[src/pkg/tsr_pkg.sv]
// constants and types for the temperature schedule and user storage block
// Notes on behaviour
// - low temperature byte is read only; host writes to it change nothing
// - periodic enable is config bit 7, resets to 1, needs request bit 0
// - periodic start every 1,2,4..128 s chosen by config bits 5:3, reset 5
// - each periodic measurement is followed by a divider ratio update
// - host writes 1 to config bit 6 for one measurement plus divider update
// - sixty-four read/write user bytes at addresses 0x22 through 0x61
// - device never holds the serial clock low; it has no clock driver
package tsr_pkg;

  localparam logic [7:0] ADDR_TEMP_LOW   = 8'h1B;
  localparam logic [7:0] ADDR_CONFIG     = 8'h1C;
  localparam logic [7:0] ADDR_RAM_FIRST  = 8'h22;
  localparam logic [7:0] ADDR_RAM_LAST   = 8'h61;
  localparam logic [7:0] READ_UNMAPPED   = 8'h00;
  localparam int         RAM_DEPTH       = 64;

  localparam int         CFG_AUTO_BIT    = 7;
  localparam int         CFG_SHOT_BIT    = 6;
  localparam int         CFG_PERIOD_MSB  = 5;
  localparam int         CFG_PERIOD_LSB  = 3;
  localparam logic       CFG_AUTO_RESET  = 1'b1;
  localparam logic       CFG_SHOT_RESET  = 1'b0;
  localparam logic [2:0] CFG_PERIOD_RESET = 3'h5;
  localparam logic [2:0] CFG_LOW_ZERO    = 3'h0;

  // arbitrary default bus address, not tied to any real part
  localparam logic [6:0] BUS_ADDR_DEFAULT = 7'h5A;

  localparam int         CLK_HZ          = 125_000_000;
  localparam int         MEAS_UNIT_S     = 1;
  localparam int         CYCLES_PER_UNIT = MEAS_UNIT_S * CLK_HZ;
  localparam int         UNIT_CNT_W      = 27;
  localparam int         BIT_COUNT_BYTE  = 8;

  typedef enum logic [2:0] {
    TSR_I_IDLE, TSR_I_ADDR, TSR_I_AACK, TSR_I_WBYTE,
    TSR_I_WACK, TSR_I_RBYTE, TSR_I_RACK
  } tsr_i2c_state_t;

  typedef enum logic [0:0] {
    TSR_M_IDLE, TSR_M_BUSY
  } tsr_meas_state_t;

endpackage

[src/hw/tsr_i2c_slave.sv]
// serial bus target: address match, register pointer, byte read and write
module tsr_i2c_slave #(
  parameter logic [6:0] BUS_ADDR = tsr_pkg::BUS_ADDR_DEFAULT
) (
  input  wire logic       clock,
  input  wire logic       rst_n,
  input  wire logic       scl_in,
  input  wire logic       sda_in,
  output logic            sda_out,
  output logic            sda_oe,
  output logic [7:0]      rd_addr,
  input  wire logic [7:0] rd_data,
  output logic            wr_en,
  output logic [7:0]      wr_addr,
  output logic [7:0]      wr_data
);
  import tsr_pkg::*;

  typedef struct packed {
    logic [1:0]     scl_s;
    logic [1:0]     sda_s;
    logic           scl_d;
    logic           sda_d;
    tsr_i2c_state_t st;
    logic [3:0]     cnt;
    logic [7:0]     sh;
    logic           rw;
    logic           first;
    logic [7:0]     ptr;
    logic [7:0]     waddr;
    logic [7:0]     wdat;
    logic           wr;
    logic           oe;
  } tsr_i2c_t;

  tsr_i2c_t q;
  tsr_i2c_t next_q;
  logic     rise;
  logic     fall;
  logic     start;
  logic     stop;

  ////////////////////////////////////////////////////////////////////////////
  // only the second sync stage and its delayed copy feed edge logic
  assign rise  = q.scl_s[1] & ~q.scl_d;
  assign fall  = ~q.scl_s[1] & q.scl_d;
  assign start = q.scl_s[1] & q.scl_d & q.sda_d & ~q.sda_s[1];
  assign stop  = q.scl_s[1] & q.scl_d & ~q.sda_d & q.sda_s[1];

  always_comb begin
    next_q       = q;
    next_q.wr    = 1'b0;
    next_q.scl_s = {q.scl_s[0], scl_in};
    next_q.sda_s = {q.sda_s[0], sda_in};
    next_q.scl_d = q.scl_s[1];
    next_q.sda_d = q.sda_s[1];
    if (start) begin
      next_q.st  = TSR_I_ADDR;
      next_q.cnt = 4'h0;
      next_q.oe  = 1'b0;
    end else if (stop) begin
      next_q.st = TSR_I_IDLE;
      next_q.oe = 1'b0;
    end else begin
      unique case (q.st)
        TSR_I_IDLE: begin
        end
        TSR_I_ADDR, TSR_I_WBYTE: begin
          if (rise) begin
            next_q.sh  = {q.sh[6:0], q.sda_s[1]};
            next_q.cnt = q.cnt + 4'h1;
          end else if (fall && q.cnt == 4'(BIT_COUNT_BYTE)) begin
            if (q.st == TSR_I_ADDR) begin
              if (q.sh[7:1] == BUS_ADDR) begin
                next_q.st    = TSR_I_AACK;
                next_q.oe    = 1'b1;
                next_q.rw    = q.sh[0];
                next_q.first = 1'b1;
              end else begin
                next_q.st = TSR_I_IDLE;
              end
            end else begin
              next_q.st    = TSR_I_WACK;
              next_q.oe    = 1'b1;
              next_q.first = 1'b0;
              if (q.first) begin
                next_q.ptr = q.sh;
              end else begin
                next_q.wr    = 1'b1;
                next_q.waddr = q.ptr;
                next_q.wdat  = q.sh;
                next_q.ptr   = q.ptr + 8'h01;
              end
            end
          end
        end
        TSR_I_AACK, TSR_I_WACK: begin
          if (fall) begin
            next_q.cnt = 4'h0;
            if (q.st == TSR_I_AACK && q.rw) begin
              next_q.st  = TSR_I_RBYTE;
              next_q.sh  = rd_data;
              next_q.oe  = ~rd_data[7];
              next_q.ptr = q.ptr + 8'h01;
            end else begin
              next_q.st = TSR_I_WBYTE;
              next_q.oe = 1'b0;
            end
          end
        end
        TSR_I_RBYTE: begin
          if (fall) begin
            next_q.cnt = q.cnt + 4'h1;
            if (q.cnt == 4'(BIT_COUNT_BYTE - 1)) begin
              next_q.st = TSR_I_RACK;
              next_q.oe = 1'b0;
            end else begin
              next_q.sh = {q.sh[6:0], 1'b0};
              next_q.oe = ~q.sh[6];
            end
          end
        end
        TSR_I_RACK: begin
          // a not-acknowledge ends the read; otherwise reload at next fall
          if (rise) begin
            next_q.st = q.sda_s[1] ? TSR_I_IDLE : TSR_I_AACK;
          end
        end
      endcase
    end
  end

  always_ff @(posedge clock) begin
    if (!rst_n) begin
      q       <= '0;
      q.scl_s <= 2'h3;
      q.sda_s <= 2'h3;
      q.scl_d <= 1'b1;
      q.sda_d <= 1'b1;
    end else begin
      q <= next_q;
    end
  end

  ////////////////////////////////////////////////////////////////////////////
  // no clock driver at all, and data only moves while the clock is low
  assign sda_out = 1'b0;
  assign sda_oe  = q.oe;
  assign rd_addr = q.ptr;
  assign wr_en   = q.wr;
  assign wr_addr = q.waddr;
  assign wr_data = q.wdat;
endmodule

[src/hw/tsr_top.sv]
// temperature measurement schedule, result byte and user storage registers
module tsr_top #(
  parameter int         CYCLES_PER_UNIT_P = tsr_pkg::CYCLES_PER_UNIT,
  parameter logic [6:0] BUS_ADDR          = tsr_pkg::BUS_ADDR_DEFAULT
) (
  input  wire logic       clock,
  input  wire logic       rst_n,
  input  wire logic       scl_in,
  input  wire logic       sda_in,
  output logic            sda_out,
  output logic            sda_oe,
  output logic            meas_start,
  input  wire logic       meas_done,
  input  wire logic [7:0] meas_temp_low,
  output logic            div_update
);
  import tsr_pkg::*;

  typedef struct packed {
    logic [7:0]                 temp;
    logic                       auto_en;
    logic                       shot_req;
    logic [2:0]                 period;
    logic [RAM_DEPTH-1:0][7:0]  ram;
    logic [UNIT_CNT_W-1:0]      tick_cnt;
    logic [7:0]                 sec_cnt;
    tsr_meas_state_t            mst;
    logic                       shot_active;
    logic                       start;
    logic                       div;
  } tsr_top_t;

  tsr_top_t   q;
  tsr_top_t   next_q;
  logic [7:0] rd_addr;
  logic [7:0] rd_data;
  logic       wr_en;
  logic [7:0] wr_addr;
  logic [7:0] wr_data;
  logic [7:0] wr_off;
  logic [7:0] rd_off;
  logic [5:0] ram_idx;
  logic       ram_wr;
  logic       cfg_wr;
  logic       tick;
  logic       period_hit;

  tsr_i2c_slave #(
    .BUS_ADDR (BUS_ADDR)
  ) u_bus (
    .clock   (clock),
    .rst_n   (rst_n),
    .scl_in  (scl_in),
    .sda_in  (sda_in),
    .sda_out (sda_out),
    .sda_oe  (sda_oe),
    .rd_addr (rd_addr),
    .rd_data (rd_data),
    .wr_en   (wr_en),
    .wr_addr (wr_addr),
    .wr_data (wr_data)
  );

  ////////////////////////////////////////////////////////////////////////////
  // decode
  assign wr_off  = wr_addr - ADDR_RAM_FIRST;
  assign rd_off  = rd_addr - ADDR_RAM_FIRST;
  assign ram_idx = wr_off[5:0];
  assign ram_wr  = wr_en && wr_addr >= ADDR_RAM_FIRST
                   && wr_addr <= ADDR_RAM_LAST;
  assign cfg_wr  = wr_en && wr_addr == ADDR_CONFIG;

  // read mux is combinational so the bus side loads a byte in one cycle
  assign rd_data =
    (rd_addr == ADDR_TEMP_LOW) ? q.temp :
    (rd_addr == ADDR_CONFIG)   ? {q.auto_en, q.shot_req, q.period,
                                  CFG_LOW_ZERO} :
    (rd_addr >= ADDR_RAM_FIRST && rd_addr <= ADDR_RAM_LAST)
                               ? q.ram[rd_off[5:0]] : READ_UNMAPPED;

  ////////////////////////////////////////////////////////////////////////////
  // one-second base tick and interval count
  assign tick = q.tick_cnt == UNIT_CNT_W'(CYCLES_PER_UNIT_P - 1);
  assign period_hit = (q.sec_cnt + 8'h01) >= (8'h01 << q.period);

  always_comb begin
    next_q          = q;
    next_q.start    = 1'b0;
    next_q.div      = 1'b0;
    next_q.tick_cnt = tick ? '0 : q.tick_cnt + 1'b1;
    // saturates at the interval so a late enable fires on the next tick
    if (tick && !period_hit) begin
      next_q.sec_cnt = q.sec_cnt + 8'h01;
    end
    unique case (q.mst)
      TSR_M_IDLE: begin
        if (q.shot_req) begin
          next_q.mst         = TSR_M_BUSY;
          next_q.start       = 1'b1;
          next_q.shot_active = 1'b1;
          next_q.sec_cnt     = 8'h00;
        end else if (q.auto_en && tick && period_hit) begin
          next_q.mst         = TSR_M_BUSY;
          next_q.start       = 1'b1;
          next_q.shot_active = 1'b0;
          next_q.sec_cnt     = 8'h00;
        end
      end
      TSR_M_BUSY: begin
        if (meas_done) begin
          next_q.mst  = TSR_M_IDLE;
          next_q.temp = meas_temp_low;
          next_q.div  = 1'b1;
          if (q.shot_active) begin
            next_q.shot_req = 1'b0;
          end
        end
      end
    endcase
    // host writes come last: a new request wins over the device clear
    if (cfg_wr) begin
      next_q.auto_en = wr_data[CFG_AUTO_BIT];
      next_q.period  = wr_data[CFG_PERIOD_MSB:CFG_PERIOD_LSB];
      if (wr_data[CFG_SHOT_BIT]) begin
        next_q.shot_req = 1'b1;
      end
    end
    if (ram_wr) begin
      next_q.ram[ram_idx] = wr_data;
    end
    // a write to the temperature byte falls through with no effect
  end

  always_ff @(posedge clock) begin
    if (!rst_n) begin
      q          <= '0;
      q.auto_en  <= CFG_AUTO_RESET;
      q.shot_req <= CFG_SHOT_RESET;
      q.period   <= CFG_PERIOD_RESET;
    end else begin
      q <= next_q;
    end
  end

  assign meas_start = q.start;
  assign div_update = q.div;
endmodule

[config.mk]
export PLATFORM = sky130hd
export DESIGN_NAME = tsr_top
export DESIGN_NICKNAME = d
export VERILOG_FILES = /design/src/pkg/tsr_pkg.sv /design/src/hw/tsr_i2c_slave.sv /design/src/hw/tsr_top.sv
export SDC_FILE = /design/constraint.sdc
export NUM_CORES = 2
export LEC_CHECK = 0
export ABC_AREA = 1
export ABC_CLOCK_PERIOD_IN_PS = 2800
export BUFFER_PORTS_ARGS = -buffer_cell sky130_fd_sc_hd__buf_4
export CAP_MARGIN = 20
export CORE_ASPECT_RATIO = 1.1
export CORE_UTILIZATION = 40
export CTS_BUF_LIST = sky130_fd_sc_hd__clkbuf_4
export CTS_CLUSTER_SIZE = 8
export DETAILED_ROUTE_END_ITERATION = 16
export PLACE_DENSITY = 0.54
export SLEW_MARGIN = 20
export SYNTH_ARGS = -nofsm -noshare
export SYNTH_HDL_FRONTEND = slang
export SYNTH_SLANG_ARGS = --single-unit
[constraint.sdc]
create_clock -name clock -period 2.8 [get_ports clock]
set_clock_uncertainty 0.15 [all_clocks]
set_input_delay 0.14 -clock clock [delete_from_list [all_inputs] [get_ports clock]]
set_output_delay 0.14 -clock clock [all_outputs]
set_load 0.005 [all_outputs]
### Yosys cells after proc, flatten, opt, wreduce, memory -nomap -nowiden

Cells that the tools add are included.

| storage, ports and cells | value |
|---|---|
| bits in registers | 613 |
| latch bits | 0 |
| bits in writable memories | 0 |
| memory bits (read-only) | 0 |
| input bits | 13 |
| output and inout port bits | 4 |
| word-level logic and storage cells | 250 |
| memories kept | 0 |

| cells by class | value |
|---|---|
| add/sub/neg operators | 6 |
| multipliers | 0 |
| div/mod/pow operators | 0 |
| magnitude comparators | 8 |
| equal/unequal tests | 31 |
| shift operators | 1 |
| mux-type cells | 58 |
| bitwise gates (word level) | 22 |
| reductions and logical operators | 35 |

Operator list:

| kind | count |
|---|---|
| bitwise mux 512 bit | 1 |
| two-way mux 8 bit | 12 |
| two-way mux 28 bit | 2 |
| binary-select mux 8 bit (select 6 bit) | 1 |
| demux 8 bit (select 6 bit) | 1 |
| two-way mux 39 bit | 1 |
| case mux 12 bit (3 select lines) | 1 |
| two-way mux 17 bit | 2 |
| two-way mux 15 bit | 2 |
| AND reduction 7 bit | 4 |
| adder 27 x 1 -> 27 bit, second input constant | 1 |
| equality test 27 bit, second input constant | 1 |
| two-way mux 25 bit | 1 |
| equality test 8 x 5 -> 1 bit, second input constant | 3 |
| two-way mux 11 bit | 2 |
| inequality test 4 x 1 -> 1 bit, second input constant | 5 |
| two-way mux 3 bit | 6 |
| adder 8 x 1 -> 8 bit, second input constant | 2 |
| >= comparator 8 x 6 -> 1 bit, second input constant | 2 |
| less-or-equal comparator 8 x 7 -> 1 bit, second input constant | 2 |
| case mux 8 bit (2 select lines) | 1 |
| AND reduction 8 bit | 2 |
| two-way mux 1 bit | 15 |
| NOT 1 bit | 15 |
| other kinds (36) | 76 |

### Logic depth before layout (Yosys ltp)

| depth | value |
|---|---|
| depth after elaboration | 11 |
| gate-level depth with buffers | 17 |
| mapped depth without buffers | 15 |

### Modules after synthesis

A second synthesis with hierarchy kept.

| unflattened totals | value |
|---|---|
| cells, all modules | 4354 |
| area, all modules | 28947.8 um2 |

Modules (own cells, without submodules):

| module | instances | cells an instance | area an instance (um2) | sequential area each (um2) |
|---|---|---|---|---|
| tsr_top | 1 | 3966 | 26187.6 | 11290.8 |
| tsr_i2c_slave | 1 | 388 | 2760.1 | 980.9 |

### Worst setup path before layout

No wires, ideal clock.

| path | value |
|---|---|
| path kind | register to register |
| from | register u_bus.q (netlist bit u_bus.rd_addr[1]) |
| to | register u_bus.q (netlist bit u_bus.sda_oe) |
| setup time | 0.116 ns |
| arrival | 2.657 ns |
| required time | 2.534 ns |
| path slack | -0.123 ns |
| stages on the path, launching flop included | 18 |
| path buffers | 5 |
| clock period less this slack | 2.923 ns |
| cell sequence | dfxtp_1 -> clkinv_1 -> buf_2 -> buf_1 -> ha_1 -> buf_2 -> inv_1 -> clkbuf_1 -> buf_1 -> nand3_1 -> nand3_1 -> nand3_1 -> nand3_1 -> nand3_1 -> nand4_1 -> nand2_1 -> nand2_1 -> a21oi_1 |

| on the way | value |
|---|---|
| word-level cells in the longest chain between the ends | 10 |
| elaborated cells on any way between the ends | 15 |
| classes of those cells | add/sub (1); order compare (2); eq/ne (2); mux (8); bitwise (1); reduce/logical (1) |

Ends and longest elaborated chain:

| item | RTL line | text |
|---|---|---|
| from (decl) | tsr_i2c_slave.sv:36 | `tsr_i2c_t q;` |
| from (signal assigned) | tsr_i2c_slave.sv:141 | `q <= next_q;` |
| subtractor 6 bit | tsr_top.sv:67 | `assign rd_off = rd_addr - ADDR_RAM_FIRST;` |
| binary-select mux 8 bit (select 6 bit) | tsr_top.sv:79 | `? q.ram[rd_off[5:0]] : READ_UNMAPPED;` |
| two-way mux 8 bit (implied by the code) | tsr_top.sv:79 |  |
| two-way mux 8 bit | tsr_top.sv:79 |  |
| two-way mux 8 bit | tsr_top.sv:76 | `(rd_addr == ADDR_CONFIG) ? {q.auto_en, q.shot_req, q.period,` |
| two-way mux 8 bit * | tsr_top.sv:75 | `(rd_addr == ADDR_TEMP_LOW) ? q.temp :` |
| NOT 1 bit * | tsr_i2c_slave.sv:103 | `next_q.oe = ~rd_data[7];` |
| two-way mux 1 bit * | tsr_i2c_slave.sv:100 | `if (q.st == TSR_I_AACK && q.rw) begin` |
| two-way mux 1 bit * | tsr_i2c_slave.sv:98 | `if (fall) begin` |
| case mux 1 bit (3 select lines) * | tsr_i2c_slave.sv:65 | `unique case (q.st)` |

Mark *: on every way between the ends. The rest lies on a longest branch, timed or not. The select of a mux whose other input is x is not followed.
A chain may end at the register's enable or synchronous reset.

### Worst setup path in the final report

| path | value |
|---|---|
| from | register u_bus.q (netlist bit u_bus.rd_addr[2]) |
| to | register u_bus.q (netlist bit u_bus.sda_oe) |

Same word-level chain as after synthesis.

==> out/results.md <==
| Step | Item | This run |
| --- | --- | --- |
| synth | Synthesis-stage register bit count | 613 |
| pwr | Power after layout | 0.02714 W |
| synth | Average size of a mapped cell | 6.985 um2 |
| critical path | Max incr delay on CP | 0.40 ns |
| finish | Final nets | 4092 |
| synth | Syn Std Cell Area | 0.02786 mm2 |
| route | WL/cell | 17.75 um |
| finish | Footprint of the flip-flops and latches | 0.01229 mm2 |
| floorplanning | Area of the die | 0.07072 mm2 |
| hold path | Cells on Worst Hold Path | 1 |
| global route | First-pass GRT wire length | 141400 um |
| global route | Maximum number of pins on one net before global-route repair | 180 |
| critical path | CP Data Arrival Time | 3.43 ns |
| critical path | Crit start category | flop |
| critical path | Setup crit end kind | flop |
| synth | Number of enable flip-flop cells after synthesis | 0 |
| synth | Asr flop ratio synth | 0% |
| finish | Area occupied by multi-input gates | 0.01308 mm2 |
| route | Post-DRT Antenna Nets | 0 |
| pwr | P_leak | 13.30 nW |
| critical path | Most common cell on crit path | nand3_1 |
| critical path | Number of cells traversed by the worst register-to-register path | 13 |
| global route | GR Util All Layers | 25.50% |
| clock network | Clock-pin slew on the worst setup and hold paths | 0.07 ns |
| clock network | Number of clock sinks | 613 |
| synth | Top FF cell, synth | dfxtp_1 |
| route | Via count of the routed design | 26580 |
| floorplanning | Floorplan core area | 0.06900 mm2 |
| synth | Number of nets in the synthesized netlist | 4021 |
| clock network | TritonCTS clock tree | built |
| synth | Top cell type's share of synthesized area | 44.04% |
| pwr | Largest voltage drop on the vdd net | 0.5077 mV |
| timing | Count of final max-slew check failures | 0 |
| global route | Remaining global-route overflow | 0 |
| critical path | Type of the setup path with the least slack | flop to flop |
| critical path | Crit. path cell count | 13 |
| route | Drt first-iter violations | 1983 |
| timing | Max Clock Freq | 375.7 MHz |
| critical path | CP Buf/Inv Count | 3 |
| flow run | Number of maximum-capacitance violations | 0 |
| clock network | Cell at the root of the clock tree | clkbuf_4 |
| floorplanning | Die Y-Extent | 278.8 um |
| timing | Worst slew margin relative to its limit | 40.18% |
| timing | Worst Tran Pin Value | 0.8974 ns |
| timing | Worst hold slack after final layout | 0.2640 ns |
| timing | Minimum clock period after layout | 2.661 ns |
| timing | Post-layout worst setup margin | 0.1385 ns |
| finish | Area overhead of the layout relative to synthesis | 14.26% |
| finish | FILL cells | 7331 |
| critical path | Critical path fanouts, max | 28 |
| clock network | Number of CTS-inserted buffers | 170 |
| synth | Most frequently used cell type in the post-synthesis netlist | o21ai_0 |
| pwr | Power Density | 852.4 mW/mm2 |
| route | Total detailed-routing wirelength | 90650 um |
| route | DR vias/cell | 5.204 |
| timing | Final setup fails | 0 |
| floorplanning | Rows | 101 |
| global route | Antenna violations before repair | 2 |
| hold path | Worst min path class | flop to flop |
| placement | Sum of net half-perimeters after detailed placement | 56690 um |
| status | Result of the run | finished, final reports clean |
| critical path | Largest delay share family, worst path | simple AND/OR/NAND/NOR gates |
| critical path | Required time at the endpoint of the critical path | 3.57 ns |
| timing | Final clock period utilization by the worst path | 95.05% |
| placement | Placer congestion estimate | 0.9629 |
| clock network | Clock latency of the later-clocked register in the worst-skew pair | 1.02 ns |
| synth | Number of cells produced by synthesis | 3989 |
| synth | Most instantiated cells after synthesis | 668 x o21ai_0, 620 x nor2_1, 613 x dfxtp_1, 562 x a21oi_1, 435 x nand2_1 |
| critical path | Worst-path cell chain | inv_1, ha_2, inv_2, buf_4, nand3_1, nand3_1, nand3_1, nand3_1, nand3_1, nand4_1, nand2_1, nand2_1, a21oi_1 |
| placement | Worst slack, placed | 0.05686 ns |
| finish | Share of post-route cells with drive strength above 1 | 11.90% |
| global route | Via count of the first global-routing pass | 24840 |
| floorplanning | Starting utilization of the core area | 40.38% |
| floorplanning | Top-Level Pins | 17 |
| synth | Top post-synthesis cells by area | dfxtp_1 44%, o21ai_0 12%, a21oi_1 10%, nor2_1 8.4%, nand2_1 5.9% |
| synth | Sequential fraction of the synthesis area | 44.04% |
| route | Number of design rule violations left after detail routing | 0 |
| placement | Buffers added on ports | 15 |
| synth | Synth area leader | dfxtp_1 |
| floorplanning | Die Wd | 253.7 um |
| synth | Syn. warnings | 0 |
| route | TritonRoute pass-1 iters | 6 |
| critical path | Cell with the biggest individual delay on the critical path | dfxtp_1 |
| clock network | # H-tree levels | 4 |
| synth | Library cells used by synthesis | 47 |
| clock network | Max Buffers Root-to-Sink | 3 |
| timing | Hold Fails Final Rpt | 0 |
[metrics by stage]
| step | utilization [%] | setup TNS, ns | std cells | area [um2] |
|---|---|---|---|---|
| global placement | 42.40 | 0 | 4775 | 29250 |
| finish | 46.14 | 0 | 5108 | 31840 |
| CTS | 46.01 | 0 | 5099 | 31740 |
| floorplan | - | 0 | 3989 | 27870 |
| detailed placement | 42.40 | 0 | 4775 | 29250 |
| global route | 46.14 | -0.09390 | 5108 | 31840 |
[final timing paths]
check                           slack, ns                     startpoint                           to
worst min-delay path                 0.26    u_bus.next_q[48]$_SDFF_PN1_  u_bus.next_q[44]$_SDFF_PN1_
worst min register to register       0.26    u_bus.next_q[48]$_SDFF_PN1_  u_bus.next_q[44]$_SDFF_PN1_
worst max-delay path                 0.14  u_bus.rd_addr[2]$_SDFFE_PN0P_    u_bus.sda_oe$_SDFFE_PP0P_
worst max register to register       0.14  u_bus.rd_addr[2]$_SDFFE_PN0P_    u_bus.sda_oe$_SDFFE_PP0P_
[worst reg2reg max path, cell delays in order (launching register included)]
cell and delay, ns:
dfxtp_1 0.40, inv_1 0.08, ha_2 0.30, inv_2 0.09, buf_4 0.40, nand3_1 0.19, nand3_1 0.14, nand3_1 0.20
nand3_1 0.17, nand3_1 0.15, nand4_1 0.12, nand2_1 0.05, nand2_1 0.06, a21oi_1 0.05
[state kept, by name (all words and copies together) (netlist names)]
| register | cells |
|---|---|
| div_update | 1 |
| meas_start | 1 |
| q | 562 |
| u_bus.next_q | 4 |
| u_bus.q | 19 |
| u_bus.rd_addr | 8 |
| u_bus.sda_oe | 1 |
| u_bus.wr_addr | 8 |
| u_bus.wr_data | 8 |
| u_bus.wr_en | 1 |
[repair_timing]
action	in CTS	in global routing
endpoints found under the hold margin	612	0
setup buffers	0	4
setup endpoints to repair	0	11
resized for setup	0	11
hold buffers	35	0
[logic make-up after synthesis]
logic type,Yosys count,share of synthesized area (%)
AO/OA/AOI/OAI,1318,24.36
XOR/XNOR,24,0.7814
adder cells (fa/ha/maj),19,0.8532
buffers and inverters,640,9.232
flip-flops,613,44.04
other,1,0.01346
AND/OR/NAND/NOR,1374,20.72
[cells in the final DEF, fill, tap and decap left out, drive strengths merged]
cell         netlist  routed
o211ai            17      17
o22ai              1       1
ha                19      19
o21a               1       1
diode              0       4
a211oi             7       7
dlygate4sd3        0      34
a21oi            562     562
o31ai              1       1
conb               1       1
clkinv             3      27
clkinvlp           0       2
buf               99     161
nor3              28      28
o21ai            671     671
nand2            453     453
dfxtp            613     613
nand3b             3       3
nor4               9       9
o2111ai            1       1
nor2             627     627
a311oi             1       1
nor3b              6       6
or3                2       2
a221oi             3       3
a31oi             21      21
clkbuf           197     253
nand3            226     226
nand4             10      10
inv              341     348
xnor2              3       3
bufinv             0       3
a22oi             32      32
xor2              21      21
or2               10      10
[routing by layer]
| layer | global-route usage, % | vias up | share of wire, % |
|---|---|---|---|
| li1 | - | 13446 | - |
| met1 | 34.20 | 12265 | 46 |
| met2 | 40.14 | 720 | 45 |
| met3 | 5.211 | 149 | 5.7 |
| met4 | 9.639 | 0 | 2.7 |
| met5 | 0 | - | 0 |
[report_power, final]
group          switching (W)  internal (W)  total (W)
registers           0.000205       0.00886    0.00907
logic                0.00692       0.00290    0.00981
clock network        0.00389       0.00437    0.00826
[area by class of cell]
class	instances	share of cell area [%]
Inverter	344	4.079
Multi-Input combinational cell	2736	41.07
Clock inverter	36	0.7270
Antenna cell	4	0.03144
Clock buffer	253	5.966
Sequential cell	613	38.61
Tap cell	927	3.643
Timing Repair Buffer	195	5.875
No activity file was read; power rests on OpenSTA's default activity.
